File: config.mk
export PLATFORM = sky130hd
export DESIGN_NAME = atm_transport_mapper
export DESIGN_NICKNAME = d
export VERILOG_FILES = /design/src/logic/atm_pkg.sv /design/src/logic/atm_fifo.sv /design/src/logic/atm_transport_mapper.sv
export SDC_FILE = /design/constraint.sdc
export NUM_CORES = 1
export LEC_CHECK = 0
export BUFFER_PORTS_ARGS = -buffer_cell sky130_fd_sc_hd__buf_2
export CORE_MARGIN = 4
export CORE_UTILIZATION = 30
export DETAILED_ROUTE_END_ITERATION = 8
export PLACE_DENSITY = 0.52
export SYNTH_ARGS = -nofsm -noshare
export SYNTH_HDL_FRONTEND = slang
export SYNTH_SLANG_ARGS = --single-unit
File: constraint.sdc
create_clock -name clk_sys -period 5 [get_ports clk_sys]
set_clock_uncertainty 0.1 [all_clocks]
set_input_delay 0.5 -clock clk_sys [delete_from_list [all_inputs] [get_ports clk_sys]]
set_output_delay 0.5 -clock clk_sys [all_outputs]
set_load 0.005 [all_outputs]
File: src/logic/atm_pkg.sv
// Purpose: shared constants and types for the card-side transport mapper
// Assumes: one 50 MHz clock, byte-wide streams
// Notes:   status words are {sw1, sw2}; byte counts run 0..256
package atm_pkg;

    // widths and buffer shape
    localparam int          BYTE_W      = 8;
    localparam int          FIFO_DEPTH  = 32;
    localparam int          CNT_W       = 9;

    // largest response of one header (an expected length of zero asks for this)
    localparam logic [8:0]  FULL_LEN    = 9'h100;

    // status words and procedure bytes
    localparam logic [15:0] SW_OK       = 16'h9000;
    localparam logic [7:0]  PB_FETCH    = 8'h61;
    localparam logic [7:0]  PB_RESEND   = 8'h6C;
    localparam logic [7:0]  SW1_WARN_A  = 8'h62;
    localparam logic [7:0]  SW1_WARN_B  = 8'h63;
    localparam logic [3:0]  SW1_APP_HI  = 4'h9;
    // answer when a fetch finds nothing pending, or a case 1/3 result misuses a fetch code
    localparam logic [15:0] SW_NO_DATA  = 16'h6F00;
    // answer for a clean case 4 result that produced no data
    localparam logic [15:0] SW_C4_EMPTY = 16'h6200;

    // command case as presented by the header decoder
    typedef enum logic [1:0] {CASE1, CASE2, CASE3, CASE4} atm_case_t;

    // main sequencer states
    typedef enum logic [2:0] {ST_IDLE, ST_WAIT, ST_DATA, ST_SW1, ST_SW2} atm_st_t;

    // outcome of one decision: bytes to move, pending remainder and trailer
    typedef struct packed {
        logic [8:0]  cnt;
        logic        drop;
        logic [8:0]  pend;
        logic        resend;
        logic [15:0] sw;
    } atm_plan_t;

endpackage

File: src/logic/atm_fifo.sv
// Purpose: response data buffer between the application and the link
// Assumes: depth is a power of two
// Notes:   honest full and empty; input ready drops when full
`timescale 1ns/1ps
module atm_fifo
#(
    parameter int W = 8,
    parameter int D = 32
)
(
    input  wire logic         clk_sys,
    input  wire logic         rst_b,
    input  wire logic [W-1:0] in_data,
    input  wire logic         in_valid,
    output logic              in_ready,
    output logic [W-1:0]      out_data,
    output logic              out_valid,
    input  wire logic         out_ready
);
    localparam int AW = $clog2(D);

    typedef struct packed {
        logic [D-1:0][W-1:0] mem;
        logic [AW-1:0]       wp;
        logic [AW-1:0]       rp;
        logic [AW:0]         fill;
    } atm_fifo_t;

    atm_fifo_t fifo_ff;
    atm_fifo_t nxt_fifo;
    logic      push;
    logic      pop;

    // handshakes straight from the fill level
    assign in_ready  = (fifo_ff.fill != D[AW:0]);
    assign out_valid = (fifo_ff.fill != '0);
    assign out_data  = fifo_ff.mem[fifo_ff.rp];
    assign push      = in_valid && in_ready;
    assign pop       = out_valid && out_ready;

    // pointer and storage update; push and pop may share a cycle
    always_comb
    begin
        nxt_fifo = fifo_ff;
        if (push)
        begin
            nxt_fifo.mem[fifo_ff.wp] = in_data;
            nxt_fifo.wp              = fifo_ff.wp + 1'b1;
        end
        if (pop)
        begin
            nxt_fifo.rp = fifo_ff.rp + 1'b1;
        end
        if (push && !pop)
        begin
            nxt_fifo.fill = fifo_ff.fill + 1'b1;
        end
        else if (pop && !push)
        begin
            nxt_fifo.fill = fifo_ff.fill - 1'b1;
        end
    end

    always_ff @(posedge clk_sys)
    begin
        if (!rst_b)
        begin
            fifo_ff <= '0;
        end
        else
        begin
            fifo_ff <= nxt_fifo;
        end
    end

endmodule // atm_fifo

File: src/logic/atm_transport_mapper.sv
// Purpose: card-side mapping of responses onto T=0 procedure bytes or T=1 INF bytes
// Assumes: header decoded upstream; application reports status and byte count
// Notes:   response bytes stream through a 32-byte buffer; trailer follows data
`timescale 1ns/1ps
module atm_transport_mapper
(
    input  wire logic        clk_sys,
    input  wire logic        rst_b,
    input  wire logic        proto_t1,
    input  wire logic        cmd_valid,
    output logic             cmd_ready,
    input  wire logic [1:0]  cmd_case,
    input  wire logic        cmd_fetch,
    input  wire logic [7:0]  cmd_le,
    input  wire logic        app_done,
    input  wire logic [15:0] app_sw,
    input  wire logic [8:0]  app_avail,
    input  wire logic [7:0]  app_data,
    input  wire logic        app_data_valid,
    output logic             app_data_ready,
    output logic             out_valid,
    output logic [7:0]       out_byte,
    output logic             out_status,
    output logic             out_last,
    input  wire logic        out_ready,
    output logic             busy
);

    typedef struct packed {
        atm_pkg::atm_st_t st;
        logic [8:0]       cnt;
        logic             drop;
        logic             purge;
        logic [8:0]       pend;
        logic             resend;
        logic [15:0]      sw;
        logic             t1;
        logic [1:0]       cs;
        logic [7:0]       le;
        logic             ov;
        logic [7:0]       ob;
        logic             ost;
        logic             olast;
    } atm_map_t;

    atm_map_t         map_ff;
    atm_map_t         nxt_map;
    atm_pkg::atm_plan_t plan;
    logic             take;
    logic             slot;
    logic             fifo_pop;
    logic             fifo_ov;
    logic [7:0]       fifo_byte;

    // decide what goes back: data count, remainder kept, trailer bytes
    function automatic atm_pkg::atm_plan_t make_plan(
        input logic        t1,
        input logic [1:0]  cs,
        input logic [7:0]  le,
        input logic [8:0]  avail,
        input logic [15:0] sw
    );
        atm_pkg::atm_plan_t p;
        logic [8:0]         want;
        logic [8:0]         rest;
        logic               ok;
        p    = '0;
        want = (le == 8'h00) ? atm_pkg::FULL_LEN : {1'b0, le};
        rest = avail - want;
        ok   = (sw == atm_pkg::SW_OK) || (sw[15:8] == atm_pkg::SW1_WARN_A)
            || (sw[15:8] == atm_pkg::SW1_WARN_B) || (sw[15:12] == atm_pkg::SW1_APP_HI);
        // default: drain whatever was produced and send the status alone
        p.sw   = sw;
        p.cnt  = avail;
        p.drop = 1'b1;
        if (t1)
        begin
            p.drop = !ok;
        end
        else if ((cs == 2'(atm_pkg::CASE1)) || (cs == 2'(atm_pkg::CASE3)))
        begin
            if ((sw[15:8] == atm_pkg::PB_FETCH) || (sw[15:8] == atm_pkg::PB_RESEND))
            begin
                p.sw = atm_pkg::SW_NO_DATA;
            end
        end
        else if (cs == 2'(atm_pkg::CASE4))
        begin
            if (sw == atm_pkg::SW_OK)
            begin
                // keep the data for the fetch; never a plain success here
                p.cnt  = '0;
                p.pend = avail;
                p.sw   = (avail == '0) ? atm_pkg::SW_C4_EMPTY
                                       : {atm_pkg::PB_FETCH, avail[7:0]};
            end
            else if (ok)
            begin
                // warning or other accepted status (62xx, 63xx, 9xxx): data stays pending; a zero-length fetch gets 6Cxx, then a fetch of that length
                p.cnt  = '0;
                p.pend = avail;
            end
        end
        else if (ok && (avail != '0))
        begin
            if (((le == 8'h00) && (avail < atm_pkg::FULL_LEN)) || (want > avail))
            begin
                p.cnt    = '0;
                p.pend   = avail;
                p.resend = 1'b1;
                p.sw     = {atm_pkg::PB_RESEND, avail[7:0]};
            end
            else if (want == avail)
            begin
                p.drop = 1'b0;
            end
            else
            begin
                p.drop = 1'b0;
                p.cnt  = want;
                p.pend = rest;
                p.sw   = {atm_pkg::PB_FETCH, rest[7:0]};
            end
        end
        return p;
    endfunction

    atm_fifo #(
        .W (atm_pkg::BYTE_W),
        .D (atm_pkg::FIFO_DEPTH)
    ) atm_fifo_inst (
        .clk_sys   (clk_sys),
        .rst_b     (rst_b),
        .in_data   (app_data),
        .in_valid  (app_data_valid),
        .in_ready  (app_data_ready),
        .out_data  (fifo_byte),
        .out_valid (fifo_ov),
        .out_ready (fifo_pop)
    );

    // output stage can take a new byte when empty or being drained
    assign slot = !map_ff.ov || out_ready;

    // plan for the current event; a served fetch or resend skips the application
    always_comb
    begin
        take = 1'b0;
        plan = make_plan(map_ff.t1, map_ff.cs, map_ff.le, app_avail, app_sw);
        if ((map_ff.st == atm_pkg::ST_IDLE) && cmd_valid && !proto_t1
            && (cmd_fetch || (map_ff.resend && (cmd_case == 2'(atm_pkg::CASE2)))))
        begin
            take = 1'b1;
            plan = make_plan(1'b0, 2'(atm_pkg::CASE2), cmd_le, map_ff.pend,
                             atm_pkg::SW_OK);
            if (map_ff.pend == '0)
            begin
                plan = '0;
                plan.sw = atm_pkg::SW_NO_DATA;
            end
        end
        else if ((map_ff.st == atm_pkg::ST_WAIT) && app_done)
        begin
            take = 1'b1;
        end
    end

    // sequencer: header, wait, data bytes, two trailer bytes
    always_comb
    begin
        nxt_map  = map_ff;
        fifo_pop = 1'b0;
        if (map_ff.ov && out_ready)
        begin
            nxt_map.ov = 1'b0;
        end
        case (map_ff.st)
            atm_pkg::ST_IDLE:
            begin
                if (cmd_valid)
                begin
                    nxt_map.t1 = proto_t1;
                    nxt_map.cs = cmd_case;
                    nxt_map.le = cmd_le;
                    if (!take)
                    begin
                        // a new command abandons any leftover response bytes
                        nxt_map.resend = 1'b0;
                        nxt_map.pend   = '0;
                        nxt_map.cnt    = map_ff.pend;
                        nxt_map.drop   = 1'b1;
                        nxt_map.purge  = 1'b1;
                        nxt_map.st     = (map_ff.pend != '0) ? atm_pkg::ST_DATA
                                                             : atm_pkg::ST_WAIT;
                    end
                end
            end
            atm_pkg::ST_DATA:
            begin
                if (map_ff.cnt == '0)
                begin
                    nxt_map.st = map_ff.purge ? atm_pkg::ST_WAIT : atm_pkg::ST_SW1;
                end
                else if (fifo_ov && (map_ff.drop || slot))
                begin
                    fifo_pop    = 1'b1;
                    nxt_map.cnt = map_ff.cnt - 1'b1;
                    if (!map_ff.drop)
                    begin
                        nxt_map.ov    = 1'b1;
                        nxt_map.ob    = fifo_byte;
                        nxt_map.ost   = 1'b0;
                        nxt_map.olast = 1'b0;
                    end
                end
            end
            atm_pkg::ST_SW1:
            begin
                if (slot)
                begin
                    nxt_map.ov    = 1'b1;
                    nxt_map.ob    = map_ff.sw[15:8];
                    nxt_map.ost   = 1'b1;
                    nxt_map.olast = 1'b0;
                    nxt_map.st    = atm_pkg::ST_SW2;
                end
            end
            atm_pkg::ST_SW2:
            begin
                if (slot)
                begin
                    nxt_map.ov    = 1'b1;
                    nxt_map.ob    = map_ff.sw[7:0];
                    nxt_map.ost   = 1'b1;
                    nxt_map.olast = 1'b1;
                    nxt_map.st    = atm_pkg::ST_IDLE;
                end
            end
            default:
            begin
                nxt_map.st = map_ff.st;
            end
        endcase
        // accepted plan: move data first, trailer follows
        if (take)
        begin
            nxt_map.cnt    = plan.cnt;
            nxt_map.drop   = plan.drop;
            nxt_map.pend   = plan.pend;
            nxt_map.resend = plan.resend;
            nxt_map.sw     = plan.sw;
            nxt_map.purge  = 1'b0;
            nxt_map.st     = (plan.cnt != '0) ? atm_pkg::ST_DATA : atm_pkg::ST_SW1;
        end
    end

    always_ff @(posedge clk_sys)
    begin
        if (!rst_b)
        begin
            map_ff <= '0;
        end
        else
        begin
            map_ff <= nxt_map;
        end
    end

    // outputs straight from the state register
    assign cmd_ready  = (map_ff.st == atm_pkg::ST_IDLE);
    assign busy       = (map_ff.st != atm_pkg::ST_IDLE);
    assign out_valid  = map_ff.ov;
    assign out_byte   = map_ff.ob;
    assign out_status = map_ff.ost;
    assign out_last   = map_ff.olast;

endmodule // atm_transport_mapper

-- After elaboration in Yosys (flattened, before gate mapping)
Index checks and enable logic that the tools add are counted.
Widths: inputs -> output; s select.
- bits in registers: 334
- input port bits: 51
- output and inout bits: 14
- logic and storage cells: 216
- $add $sub $neg: 7
- order comparisons: 7
- equality and inequality tests: 28
- mux-type cells: 69
- bitwise operators: 1
- reductions and logical operators: 55
- operators with widths (kind ; number):
    $bwmux 256 ; 1
    $mux 9 ; 19
    $mux 36 ; 4
    $mux 16 ; 8
    $mux 11 ; 5
    $bmux 8 s5 ; 1
    $demux 8 s5 ; 1
    $mux 40 ; 1
    $pmux 11 s3 ; 1
    $eq 8x7->1 const B ; 4
    $logic_not 9->1 ; 3
    $reduce_bool 9->1 ; 3
    $mux 26 ; 1
    $mux 24 ; 1
    $mux 20 ; 1
    $eq 9x9->1 ; 2
    $gt 9x9->1 ; 2
    $lt 9x9->1 const B ; 2
    $pmux 9 s2 ; 1
    $sub 9x9->9 ; 2
    $eq 16x16->1 const B ; 1
    $logic_not 8->1 ; 2
    $mux 8 ; 2
    $logic_and 1x1->1 ; 15
    39 further kinds ; 84

-- Depth between registers and ports, before layout
- depth after elaboration: 13
- gate-level depth with buffers: 17
- depth with buffers taken out: 17

-- By module
Synthesis repeated with hierarchy kept, for this count alone.
- cell total of the unflattened synthesis: 1909
- area, all modules: 17471.8 µm²
- modules (own cells, without submodules) (module ; instances ; cells each ; area an instance (µm²) ; seq. area each (µm²)):
    atm_fifo ; 1 ; 1204 ; 12296.8 ; 5445.2
    atm_transport_mapper ; 1 ; 705 ; 5175.0 ; 1241.2

-- Worst setup path after synthesis
No wires, ideal clock.
- kind: reg-to-reg
- from: register map_ff[50] in the netlist's numbering
- to: register atm_fifo_inst.fifo_ff[5] in the netlist's numbering
- setup time: 0.070 ns
- arrival: 3.243 ns
- data required time: 4.830 ns
- setup slack: 1.587 ns
- stages on the path, launching flop included: 18
- buffers on the path: 0
- clock period less this slack: 3.413 ns
- cell sequence: dfxtp_1 > inv_1 > ha_1 > or4b_1 > nor3_1 > or3_1 > nor2_4 > inv_1 > ha_1 > inv_1 > ha_1 > a21o_1 > a21oi_1 > o21bai_1 > a21oi_1 > xnor2_1 > or3_1 > a21oi_1
- cells in the longest elaborated chain, start to end: 7
- elaborated cells on any way between the ends: 9
- classes of those cells: 3 x mux; 6 x reduce/logical
- RTL lines (item ; RTL line ; source):
    start: declaration ; atm_transport_mapper.sv:46 ; atm_map_t map_ff;
    start signal: assignment ; atm_transport_mapper.sv:265 ; map_ff <= nxt_map;
    $logic_not 9->1 (*) ; atm_transport_mapper.sv:200 ; if (map_ff.cnt == '0)
    $mux 1 (*) ; atm_transport_mapper.sv:200 ;
    $mux 1 (*) ; atm_transport_mapper.sv:177 ; case (map_ff.st)
    $logic_and 1x1->1 (*) ; atm_fifo.sv:39 ; assign pop = out_valid && out_ready;
    $logic_not 1->1 ; atm_fifo.sv:54 ; if (push && !pop)
    $logic_and 1x1->1 ; atm_fifo.sv:54 ;
    $mux 6 / $reduce_bool 2->1 (equally long branches) ; n/a ;
    end signal: assignment ; atm_fifo.sv:72 ; fifo_ff <= nxt_fifo;
    end: declaration ; atm_fifo.sv:29 ; atm_fifo_t fifo_ff;
Mark *: on every way between the ends. The rest lies on a longest branch, timed or not.
A chain may end at the register's enable or synchronous reset.

-- Worst setup path in the final report
- from: register map_ff[60] in the netlist's numbering
- to: register atm_fifo_inst.fifo_ff[5] in the netlist's numbering
- cells in the longest elaborated chain, start to end: 6
- elaborated cells on any way between the ends: 8
- classes of those cells: 1 x eq/ne; 2 x mux; 5 x reduce/logical
- RTL lines (item ; RTL line):
    $eq 3x2->1 (*) ; atm_transport_mapper.sv:177
    $mux 1 (*) ; atm_transport_mapper.sv:177
    $logic_and 1x1->1 (*) ; atm_fifo.sv:39
    $logic_not 1->1 ; atm_fifo.sv:54
    $logic_and 1x1->1 ; atm_fifo.sv:54
    $mux 6 / $reduce_bool 2->1 (equally long branches) ; n/a
Marks and branches as above.

==> summary.md <==
| Metric | Value |
|---|---|
| Worst-Skew Late Latency | `0.58 ns` |
| VDD IR max | `0.232 mV` |
| Avg WL per Cell | `20.6 um` |
| Worst r2r dst | `atm_fifo_inst.fifo_ff[5]` |
| Leak pwr | `6.28 nW` |
| Setup TNS | `0 ns` |
| Setup Buffers After CTS | `0` |
| Final Wtd Congestion | `0.906` |
| Slew Limit Fails | `0` |
| R2R cell count | `15` |
| Clk buf depth | `3` |
| Tmin final | `4.21 ns` |
| Final period util | `84.2%` |
| Number of I/O port buffers | `64` |
| Post-CTS Hold Buffers | `0` |
| Slowest cell on crit path | `or3_1` |
| RSZ-0062 raised after global routing | `false` |
| Clock slew seen by the registers of the worst setup and hold paths | `0.06 ns` |
| Type of element capturing the critical path | `register` |
| Result of the run | `finished, final reports clean` |
| Post-CTS Resized | `0` |
| Area Growth Syn to Fin | `12.1%` |
| Die height | `247 um` |
| Total of max-cap violations | `0` |
| Final setup violation count | `0` |
| Synth Flop Type | `dfxtp_1` |
| Setup slack, reg-to-reg | `0.79 ns` |
| Total power | `7.67 mW` |
| Mapped Area | `17200 um^2` |
| Pre-Repair DR Iteration Count | `5` |
| # clock sinks | `334` |
| Combinational fraction of design power | `24.2%` |
| CTS buffer count | `39` |
| Die W | `247 um` |
| Routing usage on met2 | `29.4%` |
| Sw Share | `33.5%` |
| Total buffers and inverters traversed by the critical path | `3` |
| Core area | `56500 um^2` |
| First-pass GRT wire length | `88900 um` |
| Psw | `2.57 mW` |
| RR Startpoint | `map_ff[60]` |
| WS Path Type | `register to register` |
| Final hold viol count | `0` |
| Number of cell rows | `87` |
| Residual DRC count | `0` |
| Post-Synthesis Cells | `2081` |
| Post-synth ARST share | `0%` |
| H-Tree Depth | `2` |
| Final ANT Viol Nets | `0` |
| Final Core Density | `34.1%` |
| Max Clk Rate | `238 MHz` |
| Yosys cell types | `86` |
| Global routing met1 resource utilization | `25.6%` |
| Commonest non-fill, non-tap cells in the layout | `a21oi_1 (348), nand2_1 (342), dfxtp_1 (331)` |
| Ant. Diodes | `0` |
| Avg Inst Size Synth | `8.25 um^2` |
| Seq/Total Area, Yosys | `38.9%` |
| I/O pins | `65` |
| Leading area contributor after synthesis | `dfxtp_1` |
| EDFF count, synth | `0` |
| Detailed Route Iter0 Violations | `1485` |
| Full die area | `61100 um^2` |
| Pin count of the biggest net entering global routing | `182` |
| CTS tree | `done` |
| Pint | `5.10 mW` |
| GR Overflow Total | `0` |
| Cell Chain, Critical Path | `inv_1 -> or3_1 -> or3_1 -> nor2_4 -> inv_1 -> ha_1 -> inv_1 -> ha_1 -> a21o_1 -> a21oi_1 -> o21bai_1 -> a21oi_1 -> xnor2_1 -> or3_1 -> a21oi_1` |
| FF+latch count, synth | `334` |
| Worst slew pin tran | `1.18 ns` |
| Top cells by area, synth | `dfxtp_1 (39%), mux4_2 (10%), a21oi_1 (10%), o21ai_0 (8.6%), nand2_1 (7.6%)` |
| Max FO, Critical Path | `22` |
| Top-area cell type share of the netlist area | `38.9%` |
| Most common cell after layout, fill and taps aside | `a21oi_1` |
| Cell family with most CP delay | `simple AND/OR/NAND/NOR gates` |
| GR Util met3 | `2.81%` |
| WHS Path Cells | `3` |
| Startpoint types | `register` |
| Initial antenna violation count | `0` |
| Hold_sp | `cmd_case[0]` |
| P per Cell Area | `398 nW/um^2` |
| Clk pwr share | `36.4%` |
| Top Usage Layer GRT | `met2` |
| Dpl hpwl | `37300 um` |
| WHS Endpoint | `map_ff[19]` |
| Via count | `15.7k` |
| Worst Path Arrival | `4.59 ns` |
| Initial Utilization | `30.4%` |
| Clock root cell | `clkbuf_16` |
| Delay of the slowest critical-path stage | `0.63 ns` |
| Synth Warn # | `0` |
| WP data required | `5.38 ns` |
| Min-Delay Path Class | `input pin to register` |
| Share of layout cells above drive strength 1 | `13.3%` |
| Slew HR | `20.8%` |
| GRT Total Usage | `18.5%` |
| Vias in the first global route | `14.9k` |
| Vias per cell | `5.57` |
| NumNets Final | `2125` |
| Seq pwr share | `39.4%` |
| Routed WL | `58200 um` |
| Syn Nets | `2166` |
==> registers in the layout, summed over array words and instances (netlist names) <==
| signal | count |
|---|---|
| map_ff | 51 |
| out_byte | 8 |
| out_valid | 1 |
| out_status | 1 |
| atm_fifo_inst.fifo_ff | 272 |
| out_last | 1 |
==> worst reg2reg max path: cells and delay by family (launching register included) <==
kind | cells | cell delay (ns)
simple gates | 4 | 1.67
compound gates | 5 | 0.83
flops | 1 | 0.57
fa+ha+maj | 2 | 0.48
buf+inv | 3 | 0.39
xor+xnor | 1 | 0.09
==> power by group through the flow <==
stage          Clock (mW)  Combinational, mW  Sequential (mW)
3_5_place_dp            0               1.84             3.08
3_3_place_gp            0               1.82             3.07
4_1_cts              2.87               1.85             3.02
2_1_floorplan           0               1.34             2.96
6_report             2.79               1.85             3.02
5_1_grt              2.96               2.04             3.05
==> layout make-up <==
type / instances / area, um^2
clock buffer: 56 / 1110
multi-input combinational: 1521 / 9590
timing repair buffer: 96 / 598
sequential: 334 / 6690
clock inverter: 11 / 123
tap: 756 / 946
fill: 5881 / 37200
inverter: 48 / 188
==> kinds of logic (layout without fill, tap and decap cells) <==
kind of cell / count (synthesis) / count (layout) / share of synthesized area [%]
fa+ha+maj: 34 / 34 / 2.61
mux: 102 / 102 / 11.8
xor+xnor: 28 / 28 / 1.43
buf+inv: 226 / 211 / 5.27
flops: 334 / 334 / 38.9
compound gates: 775 / 775 / 25.2
simple gates: 582 / 582 / 14.7
==> routing by layer <==
metal / vias to the layer above / wire, um / part of all wire [%]
li1: 7380 / - / -
met1: 7643 / 25800 / 44
met2: 598 / 26800 / 46
met3: 104 / 3850 / 6.6
met4: 0 / 1800 / 3.1
met5: - / 0 / 0
==> metrics by stage <==
stage	hold WS [ns]	instance area, um^2	std cells	setup slack [ns]
4_1_cts	0.0799	19200	2822	0.807
6_report	0.104	19200	2822	0.792
5_1_grt	0.109	19200	2822	0.557
3_5_place_dp	0.365	18000	2755	0.837
3_3_place_gp	0.356	18000	2755	0.916
2_1_floorplan	0.349	17200	2081	1.59
==> synthesized netlist by cell type, drive strengths merged (4+ instances only) <==
master and number:
buf 52, o21a 7, or3 13, nand2b 6, nor3 23, a21oi 350
xor2 11, or4 5, o31ai 5, a21o 10, mux4 80, a31oi 9
and3 9, dfxtp 334, o21ai 297, a22oi 4, a222oi 8, or2 4
a221oi 9, nor2 115, a31o 4, clkbuf 126, o221ai 4, inv 48
o2bb2ai 4, o2111ai 4, nor4 7, nand3 28, nand4 5, ha 31
a211oi 13, xnor2 17, o211ai 12, nand2 346, mux2 9, mux2i 13
==> worst max path at each step <==
| stage | startpoint | depth (start not counted) | slack [ns] | to |
|---|---|---|---|---|
| floorplan | map_ff[50] | 17 | 1.59 | atm_fifo_inst.fifo_ff[5] |
| global placement | map_ff[60] | 15 | 0.92 | atm_fifo_inst.fifo_ff[5] |
| detailed placement | map_ff[60] | 15 | 0.84 | atm_fifo_inst.fifo_ff[5] |
| CTS | map_ff[60] | 15 | 0.81 | atm_fifo_inst.fifo_ff[5] |
| global route | map_ff[60] | 15 | 0.56 | atm_fifo_inst.fifo_ff[5] |
| finish | map_ff[60] | 15 | 0.79 | atm_fifo_inst.fifo_ff[5] |
No activity file was read; power rests on OpenSTA's default activity.
